`src/verilog/apgu_defs.svh`:
```
`ifndef APGU_DEFS_SVH
`define APGU_DEFS_SVH

// Register byte addresses on the register bus
`define APGU_ADDR_W          20
`define APGU_CTRL_ADDR       20'hf0078
`define APGU_CAUSE_ADDR      20'hf007c
`define APGU_STS_ADDR        20'hf0080
`define APGU_MASK_ADDR       20'hf0084

// Protection control layout and reset
`define APGU_CTRL_RST        8'h00
`define APGU_CTRL_WMASK      8'hb7
`define APGU_DET_EN_BIT      7

// Reset cause register layout
`define APGU_CAUSE_FLAG_BIT  0

// Event status / mask layout
`define APGU_EVT_W           2
`define APGU_EVT_VIOL_RST    0
`define APGU_EVT_VIOL_QUIET  1
`define APGU_EVT_RST         2'h0

// Guarded RAM window
`define APGU_RAM_BASE        20'hfef00
`define APGU_RAM_SZ_OFF      10'h000
`define APGU_RAM_SZ_128      10'h080
`define APGU_RAM_SZ_256      10'h100
`define APGU_RAM_SZ_512      10'h200
`define APGU_RAM_SEL_OFF     2'h0
`define APGU_RAM_SEL_128     2'h1
`define APGU_RAM_SEL_256     2'h2

// Bus responses
`define APGU_RESP_OKAY       2'h0
`define APGU_RESP_SLVERR     2'h2

`endif

```
`src/verilog/apgu_pkg.sv`:
```
package apgu_pkg;

    // Kind of target a CPU write goes to, from the outer decoder
    typedef enum logic [2:0] {
        CLS_OTHER,
        CLS_RAM,
        CLS_PORT_CFG,
        CLS_PORT_DATA,
        CLS_IRQ_CFG,
        CLS_CHIP_CTL
    } apgu_cls_t;

    // Protection control register, bit 7 down to bit 0
    typedef struct packed {
        logic       det_en;        // Violation detect enable
        logic       rsv6;          // Reads zero
        logic [1:0] ram_size;      // Ram guard size hi/lo
        logic       rsv3;          // Reads zero
        logic       port_guard;    // Port config guard
        logic       irq_guard;     // Irq config guard
        logic       chip_guard;    // Chip control guard
    } apgu_ctrl_t;

    // One CPU write beat
    typedef struct packed {
        logic        valid;        // Write strobe
        logic [19:0] addr;         // Byte address
        logic [7:0]  data;         // Write data
        apgu_cls_t   cls;          // Target kind
    } apgu_wr_t;

    // Read channel state
    typedef enum {
        RD_IDLE,
        RD_RESP
    } apgu_rd_st_t;

endpackage : apgu_pkg

```
`src/verilog/apgu_wr_guard.sv`:
```
`timescale 1ns/100ps
`include "apgu_defs.svh"

module apgu_wr_guard (
    input  wire apgu_pkg::apgu_ctrl_t ctrl,  // Current protection control
    input  wire apgu_pkg::apgu_wr_t   wr,    // CPU write beat
    output logic                      block  // High when write is dropped
);

    logic [9:0]  ram_lim;  // Guarded bytes from ram base
    logic [19:0] ram_off;  // Offset of write into ram

    // Decode guarded window size
    always_comb begin
        case (ctrl.ram_size)
            `APGU_RAM_SEL_OFF: ram_lim = `APGU_RAM_SZ_OFF;
            `APGU_RAM_SEL_128: ram_lim = `APGU_RAM_SZ_128;
            `APGU_RAM_SEL_256: ram_lim = `APGU_RAM_SZ_256;
            default:           ram_lim = `APGU_RAM_SZ_512;
        endcase
    end

    // Offset wraps when below base, so the compare below rejects it
    assign ram_off = wr.addr - `APGU_RAM_BASE;

    // Pick the guard that covers the target; data ports never blocked
    always_comb begin
        block = 1'b0;
        if (wr.valid) begin
            case (wr.cls)
                apgu_pkg::CLS_RAM:
                    block = (ram_off < {10'h000, ram_lim});
                apgu_pkg::CLS_PORT_CFG:  block = ctrl.port_guard;
                apgu_pkg::CLS_PORT_DATA: block = 1'b0;
                apgu_pkg::CLS_IRQ_CFG:   block = ctrl.irq_guard;
                apgu_pkg::CLS_CHIP_CTL:  block = ctrl.chip_guard;
                default:                 block = 1'b0;
            endcase
        end
    end

endmodule : apgu_wr_guard

```
`src/verilog/apgu_top.sv`:
```
`timescale 1ns/100ps
`include "apgu_defs.svh"

module apgu_top (
    input  wire logic                 SYS_CLK,       // 125 MHz clock
    input  wire logic                 RESET,         // Sync reset, high
    input  wire logic                 WDT_OPT_EN,    // Watchdog option on
    input  wire apgu_pkg::apgu_wr_t   CPU_WR,        // CPU write beat in
    input  wire logic                 CPU_INVALID,   // Access is invalid
    output logic                      TGT_WR_VALID,  // Filtered strobe
    output logic [19:0]               TGT_WR_ADDR,   // Filtered address
    output logic [7:0]                TGT_WR_DATA,   // Filtered data
    output logic                      INT_RESET_REQ, // Internal reset
    output logic                      IRQ,           // Level interrupt
    input  wire logic [19:0]          S_AXI_AWADDR,  // Write address
    input  wire logic                 S_AXI_AWVALID, // Write addr valid
    output logic                      S_AXI_AWREADY, // Write addr ready
    input  wire logic [31:0]          S_AXI_WDATA,   // Write data
    input  wire logic [3:0]           S_AXI_WSTRB,   // Write strobes
    input  wire logic                 S_AXI_WVALID,  // Write data valid
    output logic                      S_AXI_WREADY,  // Write data ready
    output logic [1:0]                S_AXI_BRESP,   // Write response
    output logic                      S_AXI_BVALID,  // Response valid
    input  wire logic                 S_AXI_BREADY,  // Response ready
    input  wire logic [19:0]          S_AXI_ARADDR,  // Read address
    input  wire logic                 S_AXI_ARVALID, // Read addr valid
    output logic                      S_AXI_ARREADY, // Read addr ready
    output logic [31:0]               S_AXI_RDATA,   // Read data
    output logic [1:0]                S_AXI_RRESP,   // Read response
    output logic                      S_AXI_RVALID,  // Read data valid
    input  wire logic                 S_AXI_RREADY   // Read data ready
);

    // Protection and event state
    apgu_pkg::apgu_ctrl_t       ctrl_r;      // Protection control
    apgu_pkg::apgu_ctrl_t       ctrl_nxt;
    logic                       flag_r;      // Violation reset flag
    logic                       flag_nxt;
    logic [`APGU_EVT_W-1:0]     sts_r;       // Sticky event status
    logic [`APGU_EVT_W-1:0]     sts_nxt;
    logic [`APGU_EVT_W-1:0]     mask_r;      // Event mask
    logic [`APGU_EVT_W-1:0]     mask_nxt;
    logic                       irq_r;       // Registered interrupt
    logic                       irq_nxt;

    // CPU write path
    logic                       tvalid_r;    // Filtered strobe
    logic                       tvalid_nxt;
    logic [19:0]                taddr_r;     // Filtered address
    logic [19:0]                taddr_nxt;
    logic [7:0]                 tdata_r;     // Filtered data
    logic [7:0]                 tdata_nxt;
    logic                       rstreq_r;    // Internal reset pulse
    logic                       rstreq_nxt;
    logic                       blocked;     // Guard drops this write
    logic                       det_on;      // Effective detection
    logic                       viol_hit;    // Violation that resets
    logic                       viol_quiet;  // Violation, detection off

    // Write channel state
    logic                       aw_got_r;    // Address captured
    logic                       aw_got_nxt;
    logic                       w_got_r;     // Data captured
    logic                       w_got_nxt;
    logic [19:0]                awaddr_r;    // Captured address
    logic [19:0]                awaddr_nxt;
    logic [7:0]                 wdata_r;     // Captured low byte
    logic [7:0]                 wdata_nxt;
    logic                       wstrb_r;     // Captured lane 0 strobe
    logic                       wstrb_nxt;
    logic                       awready_r;
    logic                       awready_nxt;
    logic                       wready_r;
    logic                       wready_nxt;
    logic                       bvalid_r;
    logic                       bvalid_nxt;
    logic [1:0]                 bresp_r;
    logic [1:0]                 bresp_nxt;
    logic                       wr_fire;     // Apply captured write
    logic                       wr_hit;      // Address is mapped

    // Read channel state
    apgu_pkg::apgu_rd_st_t      rd_st_r;
    apgu_pkg::apgu_rd_st_t      rd_st_nxt;
    logic                       arready_r;
    logic                       arready_nxt;
    logic [31:0]                rdata_r;
    logic [31:0]                rdata_nxt;
    logic [1:0]                 rresp_r;
    logic [1:0]                 rresp_nxt;
    logic                       rd_take;     // Read address taken

    // Guard decision for the current CPU write
    apgu_wr_guard u_guard (
        .ctrl  (ctrl_r),
        .wr    (CPU_WR),
        .block (blocked)
    );

    // Option strap forces detection on
    assign det_on     = ctrl_r.det_en | WDT_OPT_EN;
    assign viol_hit   = CPU_INVALID & det_on;
    assign viol_quiet = CPU_INVALID & ~det_on;

    // CPU write path: guard-dropped writes just vanish, no error raised
    always_comb begin
        tvalid_nxt = CPU_WR.valid & ~blocked & ~viol_hit;
        taddr_nxt  = CPU_WR.addr;
        tdata_nxt  = CPU_WR.data;
        rstreq_nxt = viol_hit;
    end

    // CPU write path registers
    always_ff @(posedge SYS_CLK) begin
        if (RESET) begin
            tvalid_r <= 1'b0;
            taddr_r  <= 20'h00000;
            tdata_r  <= 8'h00;
            rstreq_r <= 1'b0;
        end else begin
            tvalid_r <= tvalid_nxt;
            taddr_r  <= taddr_nxt;
            tdata_r  <= tdata_nxt;
            rstreq_r <= rstreq_nxt;
        end
    end

    // Write channel: address and data taken in either order
    assign wr_fire = aw_got_r & w_got_r & ~bvalid_r;
    assign wr_hit  = (awaddr_r == `APGU_CTRL_ADDR)  ||
                     (awaddr_r == `APGU_CAUSE_ADDR) ||
                     (awaddr_r == `APGU_STS_ADDR)   ||
                     (awaddr_r == `APGU_MASK_ADDR);

    always_comb begin
        aw_got_nxt = aw_got_r;
        w_got_nxt  = w_got_r;
        awaddr_nxt = awaddr_r;
        wdata_nxt  = wdata_r;
        wstrb_nxt  = wstrb_r;
        bvalid_nxt = bvalid_r;
        bresp_nxt  = bresp_r;
        // Capture address
        if (S_AXI_AWVALID && awready_r) begin
            aw_got_nxt = 1'b1;
            awaddr_nxt = S_AXI_AWADDR;
        end
        // Capture data, only lane 0 carries register bits
        if (S_AXI_WVALID && wready_r) begin
            w_got_nxt = 1'b1;
            wdata_nxt = S_AXI_WDATA[7:0];
            wstrb_nxt = S_AXI_WSTRB[0];
        end
        // Both present: answer
        if (wr_fire) begin
            aw_got_nxt = 1'b0;
            w_got_nxt  = 1'b0;
            bvalid_nxt = 1'b1;
            bresp_nxt  = wr_hit ? `APGU_RESP_OKAY : `APGU_RESP_SLVERR;
        end
        // Response consumed
        if (bvalid_r && S_AXI_BREADY) begin
            bvalid_nxt = 1'b0;
        end
        // Ready only while the slot is free; one write in flight
        awready_nxt = ~aw_got_nxt & ~bvalid_nxt;
        wready_nxt  = ~w_got_nxt & ~bvalid_nxt;
    end

    // Write channel registers
    always_ff @(posedge SYS_CLK) begin
        if (RESET) begin
            aw_got_r  <= 1'b0;
            w_got_r   <= 1'b0;
            awaddr_r  <= 20'h00000;
            wdata_r   <= 8'h00;
            wstrb_r   <= 1'b0;
            awready_r <= 1'b0;
            wready_r  <= 1'b0;
            bvalid_r  <= 1'b0;
            bresp_r   <= `APGU_RESP_OKAY;
        end else begin
            aw_got_r  <= aw_got_nxt;
            w_got_r   <= w_got_nxt;
            awaddr_r  <= awaddr_nxt;
            wdata_r   <= wdata_nxt;
            wstrb_r   <= wstrb_nxt;
            awready_r <= awready_nxt;
            wready_r  <= wready_nxt;
            bvalid_r  <= bvalid_nxt;
            bresp_r   <= bresp_nxt;
        end
    end

    // Read channel: data is latched in the same edge as the address
    assign rd_take = (rd_st_r == apgu_pkg::RD_IDLE) & arready_r &
                     S_AXI_ARVALID;

    always_comb begin
        rd_st_nxt   = rd_st_r;
        arready_nxt = arready_r;
        rdata_nxt   = rdata_r;
        rresp_nxt   = rresp_r;
        case (rd_st_r)
            apgu_pkg::RD_IDLE: begin
                arready_nxt = 1'b1;
                if (rd_take) begin
                    rd_st_nxt   = apgu_pkg::RD_RESP;
                    arready_nxt = 1'b0;
                    rresp_nxt   = `APGU_RESP_OKAY;
                    case (S_AXI_ARADDR)
                        `APGU_CTRL_ADDR: begin
                            // Reserved bits 6 and 3 held at zero
                            rdata_nxt = {24'h000000, ctrl_r};
                        end
                        `APGU_CAUSE_ADDR: begin
                            rdata_nxt = {31'h00000000, flag_r};
                        end
                        `APGU_STS_ADDR: begin
                            rdata_nxt = {30'h00000000, sts_r};
                        end
                        `APGU_MASK_ADDR: begin
                            rdata_nxt = {30'h00000000, mask_r};
                        end
                        default: begin
                            rdata_nxt = 32'h00000000;
                            rresp_nxt = `APGU_RESP_SLVERR;
                        end
                    endcase
                end
            end
            apgu_pkg::RD_RESP: begin
                if (S_AXI_RREADY) begin
                    rd_st_nxt   = apgu_pkg::RD_IDLE;
                    arready_nxt = 1'b1;
                end
            end
            default: begin
                rd_st_nxt   = apgu_pkg::RD_IDLE;
                arready_nxt = 1'b0;
            end
        endcase
    end

    // Read channel registers
    always_ff @(posedge SYS_CLK) begin
        if (RESET) begin
            rd_st_r   <= apgu_pkg::RD_IDLE;
            arready_r <= 1'b0;
            rdata_r   <= 32'h00000000;
            rresp_r   <= `APGU_RESP_OKAY;
        end else begin
            rd_st_r   <= rd_st_nxt;
            arready_r <= arready_nxt;
            rdata_r   <= rdata_nxt;
            rresp_r   <= rresp_nxt;
        end
    end

    // Register file: software effects first, hardware events last
    always_comb begin
        ctrl_nxt = ctrl_r;
        flag_nxt = flag_r;
        sts_nxt  = sts_r;
        mask_nxt = mask_r;
        if (wr_fire && wstrb_r) begin
            case (awaddr_r)
                `APGU_CTRL_ADDR: begin
                    // Guard bits do not protect this register itself
                    ctrl_nxt = apgu_pkg::apgu_ctrl_t'(
                        wdata_r & `APGU_CTRL_WMASK);
                    // Enable cannot be cleared by software
                    ctrl_nxt.det_en = ctrl_r.det_en |
                        wdata_r[`APGU_DET_EN_BIT];
                end
                `APGU_STS_ADDR: begin
                    sts_nxt = sts_r & ~wdata_r[`APGU_EVT_W-1:0];
                end
                `APGU_MASK_ADDR: begin
                    mask_nxt = wdata_r[`APGU_EVT_W-1:0];
                end
                default: begin
                    ctrl_nxt = ctrl_r;
                end
            endcase
        end
        // Cause flag clears when software reads it
        if (rd_take && (S_AXI_ARADDR == `APGU_CAUSE_ADDR)) begin
            flag_nxt = 1'b0;
        end
        // Violation acts as a reset of the control register
        if (viol_hit) begin
            ctrl_nxt = apgu_pkg::apgu_ctrl_t'(`APGU_CTRL_RST);
            flag_nxt = 1'b1;
            sts_nxt[`APGU_EVT_VIOL_RST] = 1'b1;
        end
        // Invalid access seen with detection off, no reset
        if (viol_quiet) begin
            sts_nxt[`APGU_EVT_VIOL_QUIET] = 1'b1;
        end
        irq_nxt = |(sts_nxt & mask_nxt);
    end

    // Register file registers
    always_ff @(posedge SYS_CLK) begin
        if (RESET) begin
            ctrl_r <= apgu_pkg::apgu_ctrl_t'(`APGU_CTRL_RST);
            flag_r <= 1'b0;
            sts_r  <= `APGU_EVT_RST;
            mask_r <= `APGU_EVT_RST;
            irq_r  <= 1'b0;
        end else begin
            ctrl_r <= ctrl_nxt;
            flag_r <= flag_nxt;
            sts_r  <= sts_nxt;
            mask_r <= mask_nxt;
            irq_r  <= irq_nxt;
        end
    end

    // Outputs straight from flip-flops, RVALID decoded from the read state
    assign TGT_WR_VALID  = tvalid_r;
    assign TGT_WR_ADDR   = taddr_r;
    assign TGT_WR_DATA   = tdata_r;
    assign INT_RESET_REQ = rstreq_r;
    assign IRQ           = irq_r;
    assign S_AXI_AWREADY = awready_r;
    assign S_AXI_WREADY  = wready_r;
    assign S_AXI_BVALID  = bvalid_r;
    assign S_AXI_BRESP   = bresp_r;
    assign S_AXI_ARREADY = arready_r;
    assign S_AXI_RVALID  = (rd_st_r == apgu_pkg::RD_RESP);
    assign S_AXI_RDATA   = rdata_r;
    assign S_AXI_RRESP   = rresp_r;

endmodule : apgu_top

```
`config.mk`:
```
export PLATFORM = sky130hd
export DESIGN_NAME = apgu_top
export DESIGN_NICKNAME = d
export VERILOG_FILES = /design/src/verilog/apgu_pkg.sv /design/src/verilog/apgu_wr_guard.sv /design/src/verilog/apgu_top.sv
export VERILOG_INCLUDE_DIRS = /design/src /design/src/verilog
export SDC_FILE = /design/constraint.sdc
export NUM_CORES = 1
export LEC_CHECK = 0
export ABC_CLOCK_PERIOD_IN_PS = 3320
export BUFFER_PORTS_ARGS = -buffer_cell sky130_fd_sc_hd__buf_2
export CELL_PAD_IN_SITES_DETAIL_PLACEMENT = 0
export CELL_PAD_IN_SITES_GLOBAL_PLACEMENT = 2
export CORE_AREA = 3 3 118 120
export DETAILED_ROUTE_END_ITERATION = 10
export DIE_AREA = 0 0 121 123
export GPL_TIMING_DRIVEN = 0
export MAX_ROUTING_LAYER = met4
export PLACE_DENSITY_LB_ADDON = 0.1
export SYNTH_ARGS = -nofsm -noshare
export SYNTH_HDL_FRONTEND = slang
export SYNTH_SLANG_ARGS = --single-unit
```
`constraint.sdc`:
```
create_clock -name SYS_CLK -period 3.32 [get_ports SYS_CLK]
set_input_delay 0 -clock SYS_CLK [delete_from_list [all_inputs] [get_ports SYS_CLK]]
set_output_delay 0 -clock SYS_CLK [all_outputs]
set_load 0.01 [all_outputs]
```
==> flow_summary.ini, run 1 <==
[layout]
area_delta_synth_final_pct = 56.3
num-nets-final = 719
drive_gt1_share_pct = 30.5
antenna_cells = 0
layout_commonest_cell = buf_2
final_cell_mix = 130 x buf_2, 84 x dfxtp_1, 59 x nand2_1, 59 x dlygate4sd3_1, 35 x a21oi_1

[detailed_routing]
detail-route-antenna-nets = 0
drc = 0
vias_per_cell = 4.12
wl_mm = 9.55
firstDrtPassIters = 4
post_drt_wl_per_cell_um = 12.2
drt_iter0_drc = 133
vias = 3211

[sta]
final-setup-viol-count = 0
slew_headroom_pct = 58.8
period_minus_slack_ps = 2160
fmax_ghz = 0.463
hold_violations = 0
timing.final.crit_share_pct = 65.0
fin_setup_tns_ps = 0
drv_slew = 0
rsz0062_at_grt = false
fin_skew_ps = 2.89
worst_slew_pin_slew_ps = 615

[critical_path]
reg2reg_setup_slack_ps = 1160
required_ps = 3540
worstPathMaxFanout = 6
crit_arrival_ps = 2380
crit_start = awaddr_r[3]
start_kind = register
critical_path_class = reg2reg
r2r_start = awaddr_r[3]
cp-end-kind = register

[grt]
grt_pass1_vias = 3018
overflow = 0
antenna_found_initial = 0
grt_pass1_wl_mm = 14.8
grt_max_degree = 14
grt_util_all_layers_pct = 13.2

[floorplan]
rows = 42
pin_count = 189
core-area_um2 = 13100
die_y_um = 123
fp.dieW_um = 121
initial_core_util_pct = 25.8
die-area_um2 = 14900

[placement]
routabilityCongestion = 0.718
hpwl_mm = 7.17
portBuffers = 129

[cts]
clock-root-buffer = clkbuf_16
clk_path_buf_depth = 2
clkTransAtPathRegs_ps = 60
postCtsHoldBufs = 59
post-cts-setup-buffers = 0
cts_buffers = 9
cts_resized = 0
cts_max_level = 3
clkLatencyLatePin_ps = 340
cts_tree = built
clock_sinks = 84

[synthesis]
synth_compound_gate_area_share_pct = 12.4
yosys-mux-area-fraction_pct = 2.08
syn_area_per_cell_um2 = 9.03
ys_seq_area_share_pct = 49.9
synthSimpleGateAreaFrac_pct = 24.8
netlist_instances = 373
yosys.area.top_type_share_pct = 49.9
synth_area_leaders = dfxtp_1 50%, nand2_1 6.6%, buf_4 6.2%
ys_async_sr_fraction_pct = 0
ys_warn_count = 0
synth-xor-area-share_pct = 0.260
synth_top_family_by_area = simple AND/OR/NAND/NOR gates
netlist_area_um2 = 3370
yosys.area.top_type = dfxtp_1
synth-edff-count = 0
ys_types = 53
synthFlopType = dfxtp_1
synth_fa_ha_area_share_pct = 1.11
ys_seq_elements = 84

[power_and_ir_drop]
p_switching_mw = 0.568
p_int_mw = 1.94
power_frac_clock_pct = 44.7
swShare_pct = 22.6
leakage_nw = 2.31
seq_power_share_pct = 42.8
p_per_area_nw_per_um2 = 477
irDropWorstVdd_mv = 0.261
combPwrFrac_pct = 12.5
power_mw = 2.51

[hold_path]
hold_class = in2reg
holdCritStartpoint = CPU_WR[2]

[run_status]
status = finished, final reports clean

[job]
maxCapViolCount = 0
## Yosys cell counts (3+ instances only)
cell	number
nand4_1	5
clkbuf_1	11
nand3_1	9
dfxtp_1	84
o21ai_0	6
nor3_1	5
nor2b_1	28
inv_1	8
a22o_1	6
nand2b_1	3
and2_1	3
mux2i_1	7
or4_1	4
nor2_1	25
a21oi_1	35
ha_1	3
nand2_1	59
nor4_1	4
buf_4	28
nor4b_1	3
## stage by stage
stage	hold WS, ps	worst slack, ps	util (%)	area [µm²]	cells
final	33.1	1160	40.2	5270	780
after global routing	33.0	1040	40.2	5270	780
after CTS	8.56	1150	40.2	5270	780
after detailed placement	214	1170	33.1	4340	705
after global placement	207	1140	33.1	4340	705
after floorplan	128	1300	-	3470	400
## kinds of logic after synthesis
family,Yosys count
buffers and inverters,51
muxes,7
xor gates and xnor gates,1
AOI/OAI and AO/OA,66
other,1
and+or+nand+nor,160
adders and majority gates,3
DFF,84
## state kept, by name, summed over array words and instances (netlist names), 2 cells and up
signal,count
TGT_WR_ADDR,20
awaddr_r,20
TGT_WR_DATA,8
S_AXI_RDATA,6
ctrl_r,6
wdata_r,6
mask_r,2
sts_r,2
## final cells by class
cell class / instances / area [µm²]
inverters: 8 / 30.0
fillers: 1369 / 7820
flip-flops and latches: 84 / 1680
multi-input cells: 265 / 1470
plain buffers: 43 / 285
well taps: 176 / 220
clock buffers: 13 / 270
repair buffers: 188 / 1240
clock inverters: 3 / 67.6
## critical path, cell delays in order (launching register included)
cell     delay, ps
dfxtp_1        320
or4_1          520
or4_1          400
buf_2          170
o41a_1         390
a21oi_2        140
o32ai_1        100
## final timing paths
check,cells after the start,endpoint
worst min-delay path,4,TGT_WR_VALID
worst max-delay path,6,IRQ
worst max register to register,6,IRQ
worst min register to register,2,awaddr_r[1]
## power by group through the flow
| stage | Sequential (mW) | Combinational (mW) | Clock [mW] |
|---|---|---|---|
| after floorplan | 1.11 | 0.137 | 0 |
| after global placement | 1.10 | 0.260 | 0 |
| after detailed placement | 1.10 | 0.263 | 0 |
| after CTS | 1.07 | 0.317 | 1.16 |
| after global routing | 1.08 | 0.352 | 1.20 |
| final | 1.07 | 0.314 | 1.12 |
## per-layer routing
metal / wire length, µm / share of wire [%] / global-route usage (%)
met3: 627 / 6.6 / 4.35
met2: 4540 / 47 / 21.1
met1: 4270 / 45 / 15.5
met5: 0 / 0 / -
met4: 119 / 1.2 / 4.89
No activity file was read; power rests on OpenSTA's default activity.
==> inputs of run 2 (changes only) <==
--- a/config.mk
+++ b/config.mk
@@ -6,13 +6,13 @@
 export SDC_FILE = /design/constraint.sdc
 export NUM_CORES = 1
 export LEC_CHECK = 0
-export ABC_CLOCK_PERIOD_IN_PS = 3320
+export ABC_CLOCK_PERIOD_IN_PS = 1800
 export BUFFER_PORTS_ARGS = -buffer_cell sky130_fd_sc_hd__buf_2
 export CELL_PAD_IN_SITES_DETAIL_PLACEMENT = 0
 export CELL_PAD_IN_SITES_GLOBAL_PLACEMENT = 2
-export CORE_AREA = 3 3 118 120
+export CORE_AREA = 3 3 131 133
 export DETAILED_ROUTE_END_ITERATION = 10
-export DIE_AREA = 0 0 121 123
+export DIE_AREA = 0 0 134 136
 export GPL_TIMING_DRIVEN = 0
 export MAX_ROUTING_LAYER = met4
 export PLACE_DENSITY_LB_ADDON = 0.1
==> constraint.sdc (replaced) <==
create_clock -name SYS_CLK -period 1.8 [get_ports SYS_CLK]
set_input_delay 0 -clock SYS_CLK [delete_from_list [all_inputs] [get_ports SYS_CLK]]
set_output_delay 0 -clock SYS_CLK [all_outputs]
set_load 0.01 [all_outputs]
==> run 2 against run 1 <==
  * The run now ends with negative setup slack left
  * Clock skew increased by 2.2 ps
  * Core utilization shrank 6.5 points
  * Combinational power is 88% higher
  * Power rose by 78%
  * Critical path depth is 1 lower
  * Fmax up 2.3%
  * Cell area up 2.2%
  * Critical path type unchanged
  * Critical endpoint unchanged
==> flow_summary.ini, run 2 (synthesis results as in run 1) <==
[critical_path]
required_ps = 2020
crit_slowest_cell = or4_1
max_stage_delay_ps = 520
reg2reg_setup_slack_ps = -310
start_kind = register
cp-end-kind = register
path_delay_family = simple AND/OR/NAND/NOR gates
critical_path_class = reg2reg
worstPathCellList = or4_1 -> or4_4 -> o41a_1 -> a21oi_2 -> o32ai_2
crit_arrival_ps = 2330
crit_buf_inv = 0
worstPathMaxFanout = 6

[placement]
portBuffers = 129
place_inst = 745
routabilityCongestion = 0.696
place_area_um2 = 4400
hpwl_mm = 7.66

[power_and_ir_drop]
swShare_pct = 23.6
irDropWorstVdd_mv = 0.400
seq_power_share_pct = 44.5
power_frac_clock_pct = 42.3
power_mw = 4.46
p_switching_mw = 1.05
p_int_mw = 3.40
p_per_area_nw_per_um2 = 828
leakage_nw = 2.35
combPwrFrac_pct = 13.3

[layout]
final_cell_mix = 129 x buf_2, 82 x dfxtp_1, 59 x nand2_1, 59 x dlygate4sd3_1, 35 x a21oi_1
final_cell_area_um2 = 5380
fin_cells = 822
drive_gt1_share_pct = 32.0
antenna_cells = 0
final_core_utilization_pct = 33.7
area_delta_synth_final_pct = 59.7
layout_commonest_cell = buf_2
num-nets-final = 721

[sta]
final-setup-viol-count = 5
rsz0062_at_grt = true
fin_skew_ps = 5.12
period_minus_slack_ps = 2110
fmax_ghz = 0.474
slew_headroom_pct = 59.9
fin_ws_ps = -309
timing.final.crit_share_pct = 117
worst_slew_pin_slew_ps = 601
hold_violations = 0
drv_slew = 0
fin_setup_tns_ps = -1210

[grt]
grt_pass1_wl_mm = 15.5
grt_util_all_layers_pct = 11.1
antenna_found_initial = 0
grt_pass1_vias = 3132
grt_max_degree = 14
overflow = 0

[cts]
clk_path_buf_depth = 2
cts_tree = built
clkLatencyLatePin_ps = 340
cts_max_level = 3
clkTransAtPathRegs_ps = 60
clock_sinks = 84
cts_buffers = 9
clock-root-buffer = clkbuf_16

[floorplan]
fp.dieW_um = 134
die_y_um = 136
pin_count = 189
core-area_um2 = 15900
rows = 46
initial_core_util_pct = 21.1
die-area_um2 = 18200

[detailed_routing]
detail-route-antenna-nets = 0
post_drt_wl_per_cell_um = 12.2
wl_mm = 9.99
drt_iter0_drc = 93
firstDrtPassIters = 4
vias = 3249
vias_per_cell = 3.95
drc = 0

[hold_path]
hold_class = in2reg

[run_status]
violations = negative setup slack
status = finished with violations

[job]
maxCapViolCount = 0
-- run 2: area by class of cell --
type                            count  area, µm²
Fill cell                        1747      10600
Buffer                             42        280
Inverter                            8       30.0
Timing Repair Buffer              191       1270
Multi-Input combinational cell    265       1540
Sequential cell                    84       1680
Tap cell                          216        270
Clock buffer                       12        256
Clock inverter                      4       47.5
-- run 2: power groups by stage --
stage | Sequential (mW) | Clock, mW | Combinational, mW
floorplan | 2.04 | 0 | 0.254
global placement | 2.02 | 0 | 0.483
detailed placement | 2.02 | 0 | 0.486
CTS | 1.98 | 1.97 | 0.592
global route | 1.99 | 2.04 | 0.662
finish | 1.98 | 1.88 | 0.591
-- run 2: worst paths after layout --
| check | from | end | cells after the start |
|---|---|---|---|
| setup / recovery | awaddr_r[3] | IRQ | 5 |
| hold / removal | CPU_WR[2] | TGT_WR_VALID | 4 |
| setup reg to reg | awaddr_r[3] | IRQ | 5 |
| hold reg to reg | aw_got_r | S_AXI_AWREADY | 1 |
-- run 2: timing repair --
action	in CTS	in global routing
endpoints found under the setup margin	11	15
setup buffers	2	1
hold buffers	59	0
gates resized for setup	5	9
hold endpoints to repair	59	0
pin swaps	4	4
-- run 2: through the flow --
stage / setup WS [ps] / hold slack [ps]
floorplan: -220 / 128
global placement: -382 / 209
detailed placement: -358 / 214
CTS: -367 / 15.2
global route: -325 / 50.5
finish: -309 / 33.7
-- run 2: tightest hold or removal path: stages --
cell      delay [ps]
buf_2            100
nor4b_2           50
o211ai_1          70
o31a_1           120
-- run 2: layer usage --
layer / part of all wire, % / up-vias / global-route usage [%]
met5: 0 / - / -
met4: 0.82 / 0 / 2.57
met3: 6.2 / 7 / 3.89
met2: 46 / 100 / 17.4
met1: 47 / 1455 / 13.9
li1: - / 1687 / -
